<file path="src/rtl/wdr_pkg.sv">
// Constants shared by the watchdog and reset-cause block
package wdr_pkg;

   // Register bus
   localparam int ADDR_W = 8;
   localparam logic [7:0] ADDR_CAUSE = 8'h00;
   localparam logic [7:0] ADDR_CTRL = 8'h04;
   localparam logic [7:0] ADDR_ANALOG = 8'h08;
   localparam logic [7:0] ADDR_STATUS = 8'h0c;
   localparam logic [1:0] RESP_OKAY = 2'h0;
   localparam logic [1:0] RESP_SLVERR = 2'h2;

   // Reset-cause flag positions
   localparam int CAUSE_W = 5;
   localparam int CAUSE_DBG = 4;
   localparam int CAUSE_WDT = 3;
   localparam int CAUSE_BO = 2;
   localparam int CAUSE_PIN = 1;
   localparam int CAUSE_POR = 0;
   localparam logic [CAUSE_W-1:0] CAUSE_RESET = 5'h01;

   // Watchdog control fields
   localparam int CTRL_CE = 4;
   localparam int CTRL_EN = 3;
   localparam int PSEL_W = 3;
   localparam int PSEL_LSB = 0;
   localparam logic [PSEL_W-1:0] PSEL_RESET = 3'h0;

   // Analog control and status fields
   localparam int ANA_CMP_REF = 0;
   localparam int ANA_ADC_EN = 1;
   localparam int STS_CHIP_RST = 0;
   localparam int STS_BROWNOUT = 1;
   localparam int STS_BANDGAP = 2;
   localparam int STS_LEVEL2 = 3;

   // Undervoltage level fuse code meaning "detector off"
   localparam logic [1:0] BO_FUSE_OFF = 2'h3;

   // Timing
   localparam int SYS_CLK_HZ = 20_000_000;
   localparam int CLK_PERIOD_NS = 50;
   localparam int WDT_OSC_HZ = 1_000_000;
   localparam int WDT_DIV = SYS_CLK_HZ / WDT_OSC_HZ;
   localparam int DIV_W = 5;
   localparam int MIN_DIP_NS = 2000;
   localparam int MIN_DIP_CYC =
      (MIN_DIP_NS + CLK_PERIOD_NS - 1) / CLK_PERIOD_NS;
   localparam int DIP_W = 6;
   localparam logic [2:0] CE_WINDOW = 3'h4;
   localparam int WDT_BASE_CYC = 16384;
   localparam int WDT_CNT_W = 22;
   localparam int STARTUP_CYC_DEF = 1024;
   localparam int DLY_W = 16;

endpackage

</file>
<file path="src/rtl/wdr_watchdog_reset.sv">
// Watchdog timer, reset-cause flags and brown-out reset sequencing
//
// The placing of the registers and the AXI4-Lite interface to the registers were chosen for this implementation.
`timescale 1ns/1ns
module wdr_watchdog_reset #(
   parameter int WDT_BASE_CYC = wdr_pkg::WDT_BASE_CYC,
   parameter int STARTUP_CYC = wdr_pkg::STARTUP_CYC_DEF
) (
   // Clock and reset
   input wire logic sys_clk_i,
   input wire logic reset_i,
   // AXI4-Lite write channels
   input wire logic [wdr_pkg::ADDR_W-1:0] s_axi_awaddr_i,
   input wire logic s_axi_awvalid_i,
   output logic s_axi_awready_o,
   input wire logic [31:0] s_axi_wdata_i,
   input wire logic [3:0] s_axi_wstrb_i,
   input wire logic s_axi_wvalid_i,
   output logic s_axi_wready_o,
   output logic [1:0] s_axi_bresp_o,
   output logic s_axi_bvalid_o,
   input wire logic s_axi_bready_i,
   // AXI4-Lite read channels
   input wire logic [wdr_pkg::ADDR_W-1:0] s_axi_araddr_i,
   input wire logic s_axi_arvalid_i,
   output logic s_axi_arready_o,
   output logic [31:0] s_axi_rdata_o,
   output logic [1:0] s_axi_rresp_o,
   output logic s_axi_rvalid_o,
   input wire logic s_axi_rready_i,
   // Fuses and analog detector levels
   input wire logic always_on_fuse_i,
   input wire logic [1:0] undervoltage_level_fuse_i,
   input wire logic low_supply_i,
   input wire logic supply_above_upper_i,
   // Other reset sources and core events
   input wire logic pin_reset_n_i,
   input wire logic debug_reset_i,
   input wire logic kick_i,
   // Reset and reference outputs
   output logic chip_reset_o,
   output logic timeout_pulse_o,
   output logic bandgap_en_o
);

   typedef struct packed {
      logic awready;
      logic wready;
      logic aw_have;
      logic w_have;
      logic [wdr_pkg::ADDR_W-1:0] aw_addr;
      logic [7:0] w_data;
      logic w_lane0;
      logic bvalid;
      logic [1:0] bresp;
      logic arready;
      logic rvalid;
      logic [31:0] rdata;
      logic [1:0] rresp;
      logic [2:0] win_cnt;
      logic wde;
      logic [wdr_pkg::PSEL_W-1:0] psel;
      logic [1:0] ana;
      logic [wdr_pkg::CAUSE_W-1:0] cause;
      logic [wdr_pkg::DIP_W-1:0] dip_cnt;
      logic bo;
      logic [wdr_pkg::DLY_W-1:0] dly;
      logic chip_rst;
      logic wdt_pulse;
      logic bg_on;
      logic [wdr_pkg::DIV_W-1:0] div_cnt;
      logic [wdr_pkg::WDT_CNT_W-1:0] wd_cnt;
   } wdr_state_t;

   wdr_state_t s_q;
   wdr_state_t s_d;

   logic level2;
   logic bo_en;
   logic wd_en;
   logic wr_go;
   logic wr_ctrl;
   logic wr_cause;
   logic src;
   logic tick;
   logic new_ce;
   logic new_en;
   logic [wdr_pkg::CAUSE_W-1:0] set_v;
   logic [wdr_pkg::WDT_CNT_W-1:0] limit;
   logic [31:0] rd_word;
   logic rd_ok;

   assign level2 = always_on_fuse_i;
   assign bo_en = undervoltage_level_fuse_i != wdr_pkg::BO_FUSE_OFF;
   assign wd_en = s_q.wde | level2;
   assign new_ce = s_q.w_data[wdr_pkg::CTRL_CE];
   assign new_en = s_q.w_data[wdr_pkg::CTRL_EN];
   assign src = !pin_reset_n_i | s_q.bo | debug_reset_i | s_q.wdt_pulse;
   // Doubling from the base count gives the eight periods
   assign limit = wdr_pkg::WDT_CNT_W'(WDT_BASE_CYC) << s_q.psel;

   always_comb begin
      s_d = s_q;
      s_d.wdt_pulse = 1'b0;
      rd_word = 32'h0000_0000;
      rd_ok = 1'b1;
      tick = 1'b0;

      // Write address and data are taken in either order
      if (s_axi_awvalid_i && s_q.awready) begin
         s_d.aw_have = 1'b1;
         s_d.aw_addr = s_axi_awaddr_i;
      end
      if (s_axi_wvalid_i && s_q.wready) begin
         s_d.w_have = 1'b1;
         s_d.w_data = s_axi_wdata_i[7:0];
         s_d.w_lane0 = s_axi_wstrb_i[0];
      end
      wr_go = s_q.aw_have && s_q.w_have && !s_q.bvalid;
      wr_ctrl = wr_go && s_q.w_lane0 && s_q.aw_addr == wdr_pkg::ADDR_CTRL;
      wr_cause = wr_go && s_q.w_lane0 &&
         s_q.aw_addr == wdr_pkg::ADDR_CAUSE;
      if (wr_go) begin
         s_d.aw_have = 1'b0;
         s_d.w_have = 1'b0;
         s_d.bvalid = 1'b1;
         unique case (s_q.aw_addr)
            wdr_pkg::ADDR_CAUSE, wdr_pkg::ADDR_CTRL,
            wdr_pkg::ADDR_ANALOG, wdr_pkg::ADDR_STATUS:
               s_d.bresp = wdr_pkg::RESP_OKAY;
            default: s_d.bresp = wdr_pkg::RESP_SLVERR;
         endcase
         if (s_q.w_lane0 && s_q.aw_addr == wdr_pkg::ADDR_ANALOG) begin
            s_d.ana = s_q.w_data[1:0];
         end
      end
      if (s_q.bvalid && s_axi_bready_i) begin
         s_d.bvalid = 1'b0;
      end
      s_d.awready = !s_d.aw_have && !s_d.bvalid;
      s_d.wready = !s_d.w_have && !s_d.bvalid;

      // Read path
      unique case (s_axi_araddr_i)
         wdr_pkg::ADDR_CAUSE: rd_word[wdr_pkg::CAUSE_W-1:0] = s_q.cause;
         wdr_pkg::ADDR_CTRL: begin
            rd_word[wdr_pkg::CTRL_CE] = s_q.win_cnt != 3'h0;
            rd_word[wdr_pkg::CTRL_EN] = wd_en;
            rd_word[wdr_pkg::PSEL_LSB +: wdr_pkg::PSEL_W] = s_q.psel;
         end
         wdr_pkg::ADDR_ANALOG: rd_word[1:0] = s_q.ana;
         wdr_pkg::ADDR_STATUS: begin
            rd_word[wdr_pkg::STS_CHIP_RST] = s_q.chip_rst;
            rd_word[wdr_pkg::STS_BROWNOUT] = s_q.bo;
            rd_word[wdr_pkg::STS_BANDGAP] = s_q.bg_on;
            rd_word[wdr_pkg::STS_LEVEL2] = level2;
         end
         default: rd_ok = 1'b0;
      endcase
      if (s_axi_arvalid_i && s_q.arready) begin
         s_d.rvalid = 1'b1;
         s_d.rdata = rd_word;
         s_d.rresp = rd_ok ? wdr_pkg::RESP_OKAY : wdr_pkg::RESP_SLVERR;
      end
      if (s_q.rvalid && s_axi_rready_i) begin
         s_d.rvalid = 1'b0;
      end
      s_d.arready = !s_d.rvalid;

      // Unlock window and control fields
      if (s_q.win_cnt != 3'h0) begin
         s_d.win_cnt = s_q.win_cnt - 3'h1;
      end
      if (wr_ctrl) begin
         if (new_ce && new_en) begin
            s_d.win_cnt = wdr_pkg::CE_WINDOW;
            s_d.wde = 1'b1;
         end else if (s_q.win_cnt != 3'h0 && !new_ce) begin
            // Level two ignores the enable value through wd_en
            s_d.psel = s_q.w_data[wdr_pkg::PSEL_LSB +: wdr_pkg::PSEL_W];
            s_d.wde = new_en;
            s_d.win_cnt = 3'h0;
         end else if (new_en) begin
            s_d.wde = 1'b1;
         end
      end

      // Brown-out filter and hysteresis
      if (!bo_en) begin
         s_d.dip_cnt = '0;
         s_d.bo = 1'b0;
      end else if (s_q.bo) begin
         s_d.dip_cnt = '0;
         if (supply_above_upper_i) begin
            s_d.bo = 1'b0;
         end
      end else if (low_supply_i) begin
         // Must stay low longer than the minimum width
         if (s_q.dip_cnt == wdr_pkg::DIP_W'(wdr_pkg::MIN_DIP_CYC)) begin
            s_d.bo = 1'b1;
         end else begin
            s_d.dip_cnt = s_q.dip_cnt + wdr_pkg::DIP_W'(1);
         end
      end else begin
         s_d.dip_cnt = '0;
      end

      s_d.bg_on = bo_en | s_q.ana[wdr_pkg::ANA_CMP_REF] |
         s_q.ana[wdr_pkg::ANA_ADC_EN];

      // Oscillator rate as a tick; one clock means no crossing hazard
      if (s_q.div_cnt == wdr_pkg::DIV_W'(wdr_pkg::WDT_DIV - 1)) begin
         s_d.div_cnt = '0;
         tick = 1'b1;
      end else begin
         s_d.div_cnt = s_q.div_cnt + wdr_pkg::DIV_W'(1);
      end

      // Watchdog counter
      if (s_q.chip_rst || !wd_en || kick_i) begin
         s_d.wd_cnt = '0;
      end else if (tick) begin
         if (s_q.wd_cnt == limit - wdr_pkg::WDT_CNT_W'(1)) begin
            s_d.wd_cnt = '0;
            s_d.wdt_pulse = 1'b1;
         end else begin
            s_d.wd_cnt = s_q.wd_cnt + wdr_pkg::WDT_CNT_W'(1);
         end
      end

      // Start-up delay restarts while any source is active
      if (src) begin
         s_d.dly = wdr_pkg::DLY_W'(STARTUP_CYC);
      end else if (s_q.dly != '0) begin
         s_d.dly = s_q.dly - wdr_pkg::DLY_W'(1);
      end
      s_d.chip_rst = src || s_q.dly != '0;

      // Reset-cause flags: a set beats a software clear
      set_v = '0;
      set_v[wdr_pkg::CAUSE_DBG] = debug_reset_i;
      set_v[wdr_pkg::CAUSE_WDT] = s_q.wdt_pulse;
      set_v[wdr_pkg::CAUSE_BO] = s_q.bo;
      set_v[wdr_pkg::CAUSE_PIN] = !pin_reset_n_i;
      for (int i = 0; i < wdr_pkg::CAUSE_W; i++) begin
         s_d.cause[i] = set_v[i] |
            (s_q.cause[i] & !(wr_cause && !s_q.w_data[i]));
      end

      // Internal chip reset restores the control register
      if (s_q.chip_rst) begin
         s_d.wde = 1'b0;
         s_d.psel = wdr_pkg::PSEL_RESET;
         s_d.win_cnt = 3'h0;
      end
   end

   always_ff @(posedge sys_clk_i) begin
      if (reset_i) begin
         s_q <= '0;
         s_q.cause <= wdr_pkg::CAUSE_RESET;
         s_q.chip_rst <= 1'b1;
         s_q.dly <= wdr_pkg::DLY_W'(STARTUP_CYC);
      end else begin
         s_q <= s_d;
      end
   end

   assign s_axi_awready_o = s_q.awready;
   assign s_axi_wready_o = s_q.wready;
   assign s_axi_bvalid_o = s_q.bvalid;
   assign s_axi_bresp_o = s_q.bresp;
   assign s_axi_arready_o = s_q.arready;
   assign s_axi_rvalid_o = s_q.rvalid;
   assign s_axi_rdata_o = s_q.rdata;
   assign s_axi_rresp_o = s_q.rresp;
   assign chip_reset_o = s_q.chip_rst;
   assign timeout_pulse_o = s_q.wdt_pulse;
   assign bandgap_en_o = s_q.bg_on;

   localparam int DIP_LIM = wdr_pkg::MIN_DIP_CYC;
   logic quiet;
   logic open_wr;
   assign quiet = !wr_ctrl && !s_q.chip_rst;
   assign open_wr = wr_ctrl && new_ce && new_en && !s_q.chip_rst;
endmodule // wdr_watchdog_reset

</file>
<file path="config.mk">
export PLATFORM = sky130hd
export DESIGN_NAME = wdr_watchdog_reset
export DESIGN_NICKNAME = d
export VERILOG_FILES = /design/src/rtl/wdr_pkg.sv /design/src/rtl/wdr_watchdog_reset.sv
export SDC_FILE = /design/constraint.sdc
export NUM_CORES = 1
export LEC_CHECK = 0
export BUFFER_PORTS_ARGS = -buffer_cell sky130_fd_sc_hd__buf_4
export CORE_AREA = 2 2 91 93
export CTS_BUF_LIST = sky130_fd_sc_hd__clkbuf_2 sky130_fd_sc_hd__clkbuf_4 sky130_fd_sc_hd__clkbuf_8
export CTS_CLUSTER_SIZE = 25
export DETAILED_ROUTE_END_ITERATION = 6
export DIE_AREA = 0 0 93 95
export PLACE_DENSITY = 0.91
export SYNTH_ARGS = -nofsm -noshare
export SYNTH_HDL_FRONTEND = slang
export SYNTH_SLANG_ARGS = --single-unit
export TNS_END_PERCENT = 100
</file>
<file path="constraint.sdc">
create_clock -name sys_clk_i -period 4.67 [get_ports sys_clk_i]
set_input_delay 1.1675 -clock sys_clk_i [delete_from_list [all_inputs] [get_ports sys_clk_i]]
set_output_delay 1.1675 -clock sys_clk_i [all_outputs]
set_load 0.01 [all_outputs]
</file>
==> metrics.yaml, run 1 <==
endpoint_kind: "flip-flop"
grt_use_total_pct: 22.2
grt_pass1_wl_mm: 15.7
antenna_found_initial: 0
ys_seq_area_share_pct: 42.3
die_area_sq_mm: 0.00884
hold_viol: 0
vias: 3745
cp-start-kind: "flip-flop"
ys_types: 57
clkSinkCount: 95
drive_gt1_share_pct: 14.2
hold_start: "s_q[22]"
max-cap-violations: 0
gp_congestion: 0.864
die_y_microns: 95
grt_max_degree: 47
post_drt_wl_per_cell_microns: 14.2
synthCells: 524
core_sq_mm: 0.00793
first_iter_violations: 191
worst_hold_slack_ns: 0.461
rsz0062_at_grt: "no"
syn_to_final_growth_pct: 10.7
grt-ovfl-total: 0
drtPass1Iterations: 4
setup_viol: 0
worst-r2r-cell-count: 6
tns_ns: 0
power_density_mw_per_mm2: 322
outcome: "complete, no violations"
async_reset_ff_share_pct: 0
worst_slew_pin_slew_ns: 0.874
postCtsHoldBufs: 0
boundaryPins: 111
start_util_pct: 56.7
cts_buffer_depth: 2
row_count: 33
cp_max_fo: 16
yosys_warnings: 0
fin_crit_sh_pct: 58.8
fin_nets: 631
p_leak_nw: 1.90
fill_cells: 647
cts-root-buf: "clkbuf_8"
grt_pass1_vias: 3451
fin_worst_skew_ns: 0.0150
synth.avg_cell_area_sq_um: 8.57
irDropWorstVdd_mv: 0.182
hold_path_depth: 1
ys_ff_latch: 95
slew_viol_final: 0
antennaDiodeCount: 0
vias_per_cell: 5.61
synth_flop_cell: "dfxtp_1"
setup_ws_ns: 1.92
clkTransAtPathRegs_ns: 0.08
arrival_ns: 3.04
tritoncts: "yes"
portBuffers: 51
fmax_ghz: 0.364
post-route-min-period_ns: 2.75
reg2reg_slack_ns: 1.92
worstSkewPairLatency_ns: 0.37
synth_area_sq_mm: 0.00449
cts_setup_buffers: 0
hold_end: "s_q[22]"
cts_resized: 0
r2r-start: "s_q[22]"
die_w_microns: 93
place_ws_ns: 1.67
h-tree-depth: 3
cts-buffers-inserted: 9
routed_wl_mm: 9.48
relSlewSlack_pct: 41.3
hp-class: "reg -> reg"
rr_endpoint: "timeout_pulse_o"
dp_hpwl_mm: 6.76
worstSetupPathType: "reg -> reg"
drcViolationCount: 0
worstPathRequired_ns: 4.97
ant_nets: 0
synth_edf_count: 0
## per-layer routing
metal,track usage (%),part of all wire (%),vias up
met5,0,0,-
met4,7.72,1.5,0
met3,4.15,4.9,12
met2,40.1,51,108
met1,26.4,42,1811
li1,-,-,1814
## kinds of logic (layout without fill, tap and decap cells)
family | count (synthesis) | count (layout) | share of synthesized area (%)
AND/OR/NAND/NOR | 228 | 228 | 25.8
flip-flops | 95 | 95 | 42.3
buffers and inverters | 74 | 84 | 9.58
AO/OA/AOI/OAI | 64 | 64 | 8.49
XOR/XNOR | 38 | 38 | 7.41
multiplexers | 16 | 16 | 4.12
adder cells (fa/ha/maj) | 8 | 8 | 2.17
other | 1 | 29 | 0.0835
## layout make-up
class / instances / area (sq um) / area share [%]
multi-input cells: 383 / 2270 / 45.6
flip-flops and latches: 95 / 1900 / 38.2
repair buffers: 51 / 383 / 7.70
clock buffers: 11 / 145 / 2.92
well taps: 105 / 131 / 2.64
clock inverters: 5 / 81.3 / 1.64
inverters: 17 / 63.8 / 1.28
## sequential cells by signal (all words and copies together) (netlist names)
| signal | count |
|---|---|
| new_ce | 1 |
| new_en | 1 |
| s_axi_rresp_o | 1 |
| s_axi_arready_o | 1 |
| chip_reset_o | 1 |
| s_axi_wready_o | 1 |
| s_q | 78 |
| s_axi_awready_o | 1 |
| s_axi_bvalid_o | 1 |
| s_axi_rvalid_o | 1 |
| s_axi_rdata_o | 5 |
| s_axi_bresp_o | 1 |
| timeout_pulse_o | 1 |
| bandgap_en_o | 1 |
## through the flow
stage               util [%]  std cells  power (mW)  area, sq um
CTS                     62.7        667        1.60         4970
finish                  62.7        667        1.60         4970
floorplan                  -        552       0.974         4600
global route            62.7        667        1.66         4970
global placement        59.9        651       0.999         4750
detailed placement      59.9        651        1.01         4750
## where the power goes
| part | internal [mW] | switching [mW] |
|---|---|---|
| logic | 0.0621 | 0.0807 |
| clock network | 0.322 | 0.285 |
| registers | 0.831 | 0.0192 |
## layout by cell type (no fill, tap or decap), drive strengths merged, types with 2 or more instances in the layout
master	synthesis	final
inv	17	17
bufinv	0	2
a21oi	29	29
and2	3	3
conb	1	29
and3	4	4
a211oi	3	3
or3	5	5
nor2b	5	5
a22oi	5	5
o21ai	14	14
a2111oi	2	2
nand4	9	9
mux2i	14	14
or2	4	4
nor3b	3	3
o22ai	2	2
nand3b	2	2
nor2	60	60
xnor2	22	22
nand4b	2	2
nand2	47	47
mux4	2	2
xor2	16	16
a31oi	2	2
nor4	13	13
nand3	22	22
ha	7	7
dfxtp	95	95
and4	2	2
or3b	2	2
nand2b	2	2
buf	42	51
clkinv	0	2
clkbuf	15	11
nor3	37	37
## critical path, cell delays in order (launching register included)
cell	delay, ns
dfxtp_1	0.36
ha_1	0.23
and4bb_1	0.49
nand2_4	0.16
or3_4	0.44
nor4_4	0.80
nor2b_1	0.20
## Yosys cell counts (all sizes together), types with 2 or more instances
cell / n / area (sq um)
nor2: 60 / 225
or3b: 2 / 17.5
nor4: 13 / 103
nand3: 22 / 110
a211oi: 3 / 22.5
nand4: 9 / 56.3
or3: 5 / 36.3
nand2b: 2 / 12.5
nor3b: 3 / 22.5
clkbuf: 15 / 56.3
or2: 4 / 25.0
buf: 42 / 310
xnor2: 22 / 193
mux4: 2 / 45.0
nand3b: 2 / 15.0
nor2b: 5 / 31.3
and3: 4 / 25.0
o22ai: 2 / 12.5
mux2i: 14 / 140
a21oi: 29 / 145
nand4b: 2 / 17.5
inv: 17 / 63.8
a22oi: 5 / 37.5
a2111oi: 2 / 17.5
dfxtp: 95 / 1900
ha: 7 / 87.6
and4: 2 / 17.5
and2: 3 / 18.8
o21ai: 14 / 70.1
a31oi: 2 / 12.5
nor3: 37 / 185
xor2: 16 / 140
nand2: 47 / 186
## worst max-delay path by stage
stage / from / to / slack, ns
2_1_floorplan: reset_i / s_q[11] / 2.11
3_3_place_gp: reset_i / chip_reset_o / 1.78
3_5_place_dp: reset_i / chip_reset_o / 1.67
4_1_cts: s_q[22] / timeout_pulse_o / 1.95
5_1_grt: s_q[22] / s_q[3] / 1.72
6_report: s_q[22] / timeout_pulse_o / 1.92
Note: power is estimated with default switching activity, not from simulation.
==> run 2, diff against run 1 <==
--- a/config.mk
+++ b/config.mk
@@ -5,13 +5,14 @@
 export SDC_FILE = /design/constraint.sdc
 export NUM_CORES = 1
 export LEC_CHECK = 0
+export ABC_AREA = 1
 export BUFFER_PORTS_ARGS = -buffer_cell sky130_fd_sc_hd__buf_4
-export CORE_AREA = 2 2 91 93
+export CORE_AREA = 2 2 101 103
 export CTS_BUF_LIST = sky130_fd_sc_hd__clkbuf_2 sky130_fd_sc_hd__clkbuf_4 sky130_fd_sc_hd__clkbuf_8
 export CTS_CLUSTER_SIZE = 25
 export DETAILED_ROUTE_END_ITERATION = 6
-export DIE_AREA = 0 0 93 95
-export PLACE_DENSITY = 0.91
+export DIE_AREA = 0 0 103 105
+export PLACE_DENSITY = 0.83
 export SYNTH_ARGS = -nofsm -noshare
 export SYNTH_HDL_FRONTEND = slang
 export SYNTH_SLANG_ARGS = --single-unit
==> constraint.sdc (replaced) <==
create_clock -name sys_clk_i -period 2.5 [get_ports sys_clk_i]
set_input_delay 0.625 -clock sys_clk_i [delete_from_list [all_inputs] [get_ports sys_clk_i]]
set_output_delay 0.625 -clock sys_clk_i [all_outputs]
set_load 0.01 [all_outputs]
==> run 2 against run 1 <==
  * Clock-buffer cell count increased by 2
  * Core utilization fell by 6.8 points
  * First-iteration DRC count shrank 9.4%
  * Sequential share of layout area down 3.0 points
  * Combinational power is 110% higher
  * Synthesized area up 7.3%
  * Maximum frequency rose by 49%
  * Die area grew 22%
  * Design area increased by 8.4%
  * Sequential power rose by 87%
  * Critical path type unchanged
  * Largest cell class unchanged
==> metrics.yaml, run 2 <==
outcome: "complete, no violations"
synth_top_area_share_pct: 39.5  # -2.9 points
drtPass1Iterations: 5  # +1
vias_per_cell: 4.81  # -14%
drcViolationCount: 0  # unchanged
worst_hold_slack_ns: 0.455  # -0.00546 ns
cts-buffers-inserted: 9  # unchanged
tritoncts: "yes"
dp_hpwl_mm: 7.37  # +9.0%
setup_viol: 0  # unchanged
synth.area.top_cells: "dfxtp_1, nand2_1, nor2_1, inv_1, buf_4"
drive_gt1_share_pct: 13.2  # -1.0 points
post-route-cell-area_sq_mm: 0.00539  # +8.4%
synth_area_sq_mm: 0.00482  # +7.3%
cp-start-kind: "flip-flop"
die_w_microns: 103  # +11%
hp-class: "in -> reg"
tns_ns: 0  # unchanged
cts_buffer_depth: 2  # unchanged
cp_max_fo: 5  # -11
ys_types: 42  # -26%
max-cap-violations: 0  # unchanged
fill_cells: 921  # +42%
cts-root-buf: "clkbuf_8"
synthCells: 681  # +30%
slowest_delay_ns: 0.37  # -0.43 ns
ys_seq_area_share_pct: 39.5  # -2.9 points
final_util_pct: 55.9  # -6.8 points
synth.avg_cell_area_sq_um: 7.08  # -17%
grt_use_total_pct: 18.6  # -3.5 points
antenna_found_initial: 0  # unchanged
yosys_warnings: 0  # unchanged
hold_viol: 0  # unchanged
fmax_ghz: 0.543  # +49%
die_area_sq_mm: 0.0108  # +22%
rsz0062_at_grt: "no"
die_y_microns: 105  # +11%
p_leak_nw: 2.32  # +22%
grt_pass1_wl_mm: 16.4  # +4.8%
path_common_cell: "nand2_1"
post-route-min-period_ns: 1.84  # -0.905 ns
synth_common_cells: "nand2_1, nor2_1, dfxtp_1"
post_drt_wl_per_cell_microns: 11.2  # -21%
final_common_cell: "nand2_1"
crit_slowest_cell: "nor2_1"
antennaDiodeCount: 0  # unchanged
postCtsHoldBufs: 0  # unchanged
cts_resized: 0  # unchanged
fin_nets: 804  # +27%
arrival_ns: 2.14  # -0.90 ns
boundaryPins: 111  # unchanged
vias: 4169  # +11%
portBuffers: 51  # unchanged
layout_common_cells: "nand2_1, nor2_1, dfxtp_1"
synth_edf_count: 0  # unchanged
largest-register: "s_q"
ant_nets: 0  # unchanged
routed_wl_mm: 9.75  # +2.9%
worstSetupPathType: "reg -> reg"
irDropWorstVdd_mv: 0.325  # +79%
power_density_mw_per_mm2: 547  # +70%
path_cells: "ha_1 > nand2_1 > nor2_1 > buf_4 > nand3_4 > nor2_4 > nand3_1 > nand2_1 > nand2_1 > nor2_1"
h-tree-depth: 3  # unchanged
dpl_cell_area_sq_mm: 0.00518  # +9.1%
clkTransAtPathRegs_ns: 0.08  # about the same
p_total_mw: 2.95  # +84%
clkSinkCount: 95  # unchanged
grt-ovfl-total: 0  # unchanged
gp_congestion: 0.859  # -0.56%
cts_setup_buffers: 0  # unchanged
synth.most_common_cell: "nand2_1"
synth_flop_cell: "dfxtp_1"
endpoint_kind: "flip-flop"
grt_pass1_vias: 3778  # +9.5%
first_iter_violations: 173  # -9.4%
async_reset_ff_share_pct: 0  # unchanged
synth_area_leader_cell: "dfxtp_1"
largest_reg_flops: 78  # unchanged
core_sq_mm: 0.00964  # +22%
fin_worst_skew_ns: 0.00920  # -0.00581 ns
ys_ff_latch: 95  # unchanged
fin_crit_sh_pct: 73.7  # +15 points
syn_to_final_growth_pct: 11.8
slew_viol_final: 0  # unchanged
start_util_pct: 50.0  # -6.7 points
grt_max_degree: 22  # -53%
row_count: 36  # +9.1%
worstPathRequired_ns: 2.79  # -2.18 ns
worstSkewPairLatency_ns: 0.36  # about the same
==> run 2: cell count changes after synthesis, sizes merged, moves of 20 or more <==
cell / previous run / this run
nor2: 60 / 130
nand2: 47 / 135
nand3: 22 / 53
inv: 17 / 81
o21ai: 14 / 37
nor3: 37 / 17
==> run 2: final cells by class <==
type	instances	area, sq um	area share, %
clock inverters	2	38.8	0.720
clock buffers	13	173	3.20
inverters	81	304	5.64
repair buffers	55	413	7.66
flip-flops and latches	95	1900	35.3
multi-input cells	488	2390	44.4
well taps	133	166	3.09
==> run 2: metrics by stage <==
step	cells	setup WS, ns
2_1_floorplan	709	0.974
3_3_place_gp	852	0.687
3_5_place_dp	852	0.662
4_1_cts	867	0.639
5_1_grt	867	0.466
6_report	867	0.658
==> run 2: layer usage <==
metal	up-vias	share of wire (%)	track usage, %
li1	2199	-	-
met1	1880	47	24.1
met2	79	47	30.1
met3	11	5.0	4.88
met4	0	1.2	5.83
met5	-	0	0
==> run 2: where the power goes <==
| part | internal (mW) | switching (mW) |
|---|---|---|
| sequential | 1.56 | 0.0313 |
| combinational | 0.120 | 0.178 |
| clock | 0.553 | 0.505 |
| total | 2.23 | 0.715 |
==> run 2: final timing paths <==
| kind | startpoint | to | slack, ns | cells past startpoint |
|---|---|---|---|---|
| max | s_q[22] | s_q[20] | 0.66 | 10 |
| min | pin_reset_n_i | s_q[54] | 0.46 | 2 |
| max reg2reg | s_q[22] | s_q[20] | 0.66 | 10 |
| min reg2reg | s_q[22] | s_q[22] | 0.46 | 1 |
==> run 2: kinds of logic after synthesis <==
logic type / Yosys count / synth area share [%]
buf+inv: 126 / 13.1
fa+ha+maj: 7 / 1.82
mux: 1 / 0.208
simple gates: 359 / 33.7
xor+xnor: 20 / 3.63
other cells: 1 / 0.0778
compound gates: 72 / 8.05
flops: 95 / 39.5
==> run 2: critical path: cells and delay by family (launching register included) <==
| kind | cells | cell delay (ns) |
|---|---|---|
| adders and majority gates | 1 | 0.22 |
| buffers and inverters | 1 | 0.22 |
| DFF | 1 | 0.36 |
| and+or+nand+nor | 8 | 0.98 |
==> run 3, diff against run 2 <==
--- a/config.mk
+++ b/config.mk
@@ -5,14 +5,14 @@
 export SDC_FILE = /design/constraint.sdc
 export NUM_CORES = 1
 export LEC_CHECK = 0
-export ABC_AREA = 1
+export ABC_AREA = 0
 export BUFFER_PORTS_ARGS = -buffer_cell sky130_fd_sc_hd__buf_4
-export CORE_AREA = 2 2 101 103
+export CORE_AREA = 2 2 98 100
 export CTS_BUF_LIST = sky130_fd_sc_hd__clkbuf_2 sky130_fd_sc_hd__clkbuf_4 sky130_fd_sc_hd__clkbuf_8
 export CTS_CLUSTER_SIZE = 25
 export DETAILED_ROUTE_END_ITERATION = 6
-export DIE_AREA = 0 0 103 105
-export PLACE_DENSITY = 0.83
+export DIE_AREA = 0 0 100 102
+export PLACE_DENSITY = 0.84
 export SYNTH_ARGS = -nofsm -noshare
 export SYNTH_HDL_FRONTEND = slang
 export SYNTH_SLANG_ARGS = --single-unit
==> constraint.sdc (replaced) <==
create_clock -name sys_clk_i -period 1.6 [get_ports sys_clk_i]
set_input_delay 0.4 -clock sys_clk_i [delete_from_list [all_inputs] [get_ports sys_clk_i]]
set_output_delay 0.4 -clock sys_clk_i [all_outputs]
set_load 0.01 [all_outputs]
==> run 3 against run 2 <==
  * The run now ends with negative setup slack left
  * First-iteration DRC count up 6.9%
  * Hold slack worse by 0.20 ns
  * Clock skew fell by 0.0011 ns
  * Wire length grew 16%
  * Critical endpoint is now s_q[17]
==> metrics.yaml, run 3 (synthesized netlist as in run 1, its figures left out) <==
irDropWorstVdd_mv: 0.674  # +110%
outcome: "finished, violations left"
violations: "negative setup slack"
reg2reg_slack_ns: -0.25  # -0.91 ns
syn_to_final_growth_pct: 34.5
antennaDiodeCount: 0  # unchanged
final_common_cell: "buf_4"
fin_nets: 710  # -12%
worst-r2r-cell-count: 8  # -2
boundaryPins: 111  # unchanged
worstPathRequired_ns: 1.85  # -0.94 ns
die_w_microns: 100  # -2.9%
first_iter_violations: 185  # +6.9%
routed_wl_mm: 11.3  # +16%
tritoncts: "yes"
endpoint_kind: "flip-flop"
power_density_mw_per_mm2: 775  # +42%
placed_cells: 731  # -14%
p_clk_share_pct: 35.1  # -0.8 points
hp-class: "in -> reg"
dp_hpwl_mm: 7.55  # +2.5%
post_drt_wl_per_cell_microns: 15.0  # +34%
cts_buffer_depth: 2  # unchanged
post-route-min-period_ns: 1.85  # +0.0131 ns
clkSinkCount: 95  # unchanged
comb_power_share_pct: 11.8  # +1.7 points
cp-start-kind: "flip-flop"
worstSetupPathType: "reg -> reg"
row_count: 35  # -2.8%
final_util_pct: 66.3  # +10 points
rr_endpoint: "s_q[17]"
grt_pass1_wl_mm: 17.7  # +7.5%
r2r-start: "s_q[23]"
drive_gt1_share_pct: 34.5  # +21 points
worstSkewPairLatency_ns: 0.36  # about the same
vias: 4120  # -1.2%
die_area_sq_mm: 0.0102  # -5.7%
portBuffers: 51  # unchanged
postCtsHoldBufs: 0  # unchanged
h-tree-depth: 3  # unchanged
hold_end: "s_q[46]"
largest-register: "s_q"
grt_pass1_vias: 4009  # +6.1%
fin_crit_sh_pct: 116  # +42 points
start_util_pct: 49.3  # -0.67 points
fin_worst_skew_ns: 0.00813  # -0.00107 ns
slew_viol_final: 0  # unchanged
clkTransAtPathRegs_ns: 0.09  # about the same
ant_nets: 0  # unchanged
pwr-share-seq_pct: 53.2  # -0.8 points
tns_ns: -5.74  # -5.74 ns
max-cap-violations: 0  # unchanged
rsz0062_at_grt: "yes"
switching_share_pct: 25.1  # +0.87 points
setup_viol: 36  # +36
arrival_ns: 2.10  # -0.04 ns
fill_cells: 658  # -29%
antenna_found_initial: 0  # unchanged
drcViolationCount: 0  # unchanged
fmax_ghz: 0.539  # -0.71%
hold_viol: 0  # unchanged
power.switching_mw: 1.18  # +65%
drtPass1Iterations: 6  # +1
layoutNonFillerInstCount: 752  # -13%
largest_reg_flops: 78  # unchanged
layout_common_cells: "buf_4, dfxtp_1, nor2_1"
cts-root-buf: "clkbuf_8"
p_leak_nw: 2.44  # +5.2%
gp_congestion: 0.843  # -1.9%
cts-buffers-inserted: 9  # unchanged
grt-ovfl-total: 0  # unchanged
hold_path_depth: 2  # unchanged
core_sq_mm: 0.00911  # -5.5%
p_int_mw: 3.51  # +57%
setup_ws_ns: -0.255  # -0.913 ns
grt_max_degree: 39  # +77%
cp_max_fo: 7  # +2
vias_per_cell: 5.48  # +14%
hold_start: "undervoltage_level_fuse_i[1]"
die_y_microns: 102  # -2.9%
grt_use_total_pct: 21.0  # +2.4 points
==> run 3: cell types whose count changed in the layout (fill, tap and decap cells not counted), moves of 8 or more <==
| cell | delta |
|---|---|
| buf_4 | +68 |
| dfxtp_1 | -8 |
| inv_1 | -66 |
| mux2i_1 | +13 |
| nand2_1 | -86 |
| nand3_1 | -32 |
| nor2_1 | -57 |
| nor3_2 | +17 |
| o21ai_0 | -24 |
| xnor2_1 | +13 |
==> run 3: worst max path at each step <==
| stage | startpoint | to | slack, ns | cells past startpoint |
|---|---|---|---|---|
| after floorplan | s_q[23] | s_q[11] | -0.37 | 8 |
| after global placement | s_q[23] | s_q[18] | -0.23 | 7 |
| after detailed placement | s_q[23] | s_q[13] | -0.26 | 7 |
| after CTS | s_q[119] | s_q[62] | -0.17 | 5 |
| after global routing | s_q[23] | s_q[17] | -0.32 | 8 |
| final | s_q[23] | s_q[17] | -0.25 | 8 |
==> run 3: stage by stage <==
stage / power (mW) / hold slack (ns) / setup WS, ns / area [sq um]
3_3_place_gp: 3.00 / 0.443 / -0.228 / 5430
5_1_grt: 4.87 / 0.243 / -0.320 / 6040
6_report: 4.68 / 0.251 / -0.255 / 6040
2_1_floorplan: 2.87 / 0.417 / -0.365 / 4690
3_5_place_dp: 3.03 / 0.456 / -0.261 / 5430
4_1_cts: 4.67 / 0.250 / -0.174 / 5770
==> run 3: power groups by stage <==
stage,combinational [mW],clock [mW],sequential (mW)
after floorplan,0.341,0,2.53
after global placement,0.473,0,2.53
after detailed placement,0.490,0,2.54
after CTS,0.520,1.66,2.48
after global routing,0.607,1.77,2.50
final,0.552,1.64,2.49
==> run 3: area by class of cell <==
| type | instances | area, sq um | share of cell area, % |
|---|---|---|---|
| clock buffers | 12 | 153 | 2.53 |
| clock inverters | 4 | 53.8 | 0.890 |
| inverters | 17 | 63.8 | 1.06 |
| multi-input cells | 383 | 2680 | 44.3 |
| flip-flops and latches | 95 | 1910 | 31.7 |
| well taps | 111 | 139 | 2.30 |
| repair buffers | 130 | 1040 | 17.2 |
==> run 3: per-layer routing <==
metal	up-vias	part of all wire [%]	wire (microns)	GRT usage (%)
met2	126	53	6030	38.7
met3	20	4.7	528	3.15
met5	-	0	0	0
li1	1974	-	-	-
met4	0	1.7	187	7.48
met1	2000	40	4570	24.9
==> run 3: worst max-delay path, stage by stage, from the launching register on <==
cell and delay [ns]:
dfxtp_4 0.37, ha_4 0.13, and4bb_2 0.27, nand2_4 0.06, or3_4 0.35, nor4_4 0.14
buf_4 0.19, clkbuf_16 0.17, nor3_1 0.06
==> run 3: timing repair <==
action                                  CTS  global route
cloned                                    0             1
pin swaps                                 7            11
setup buffers                             3             2
hold endpoints to repair                  0             0
resized for setup                        23            51
endpoints found under the setup margin   45            47
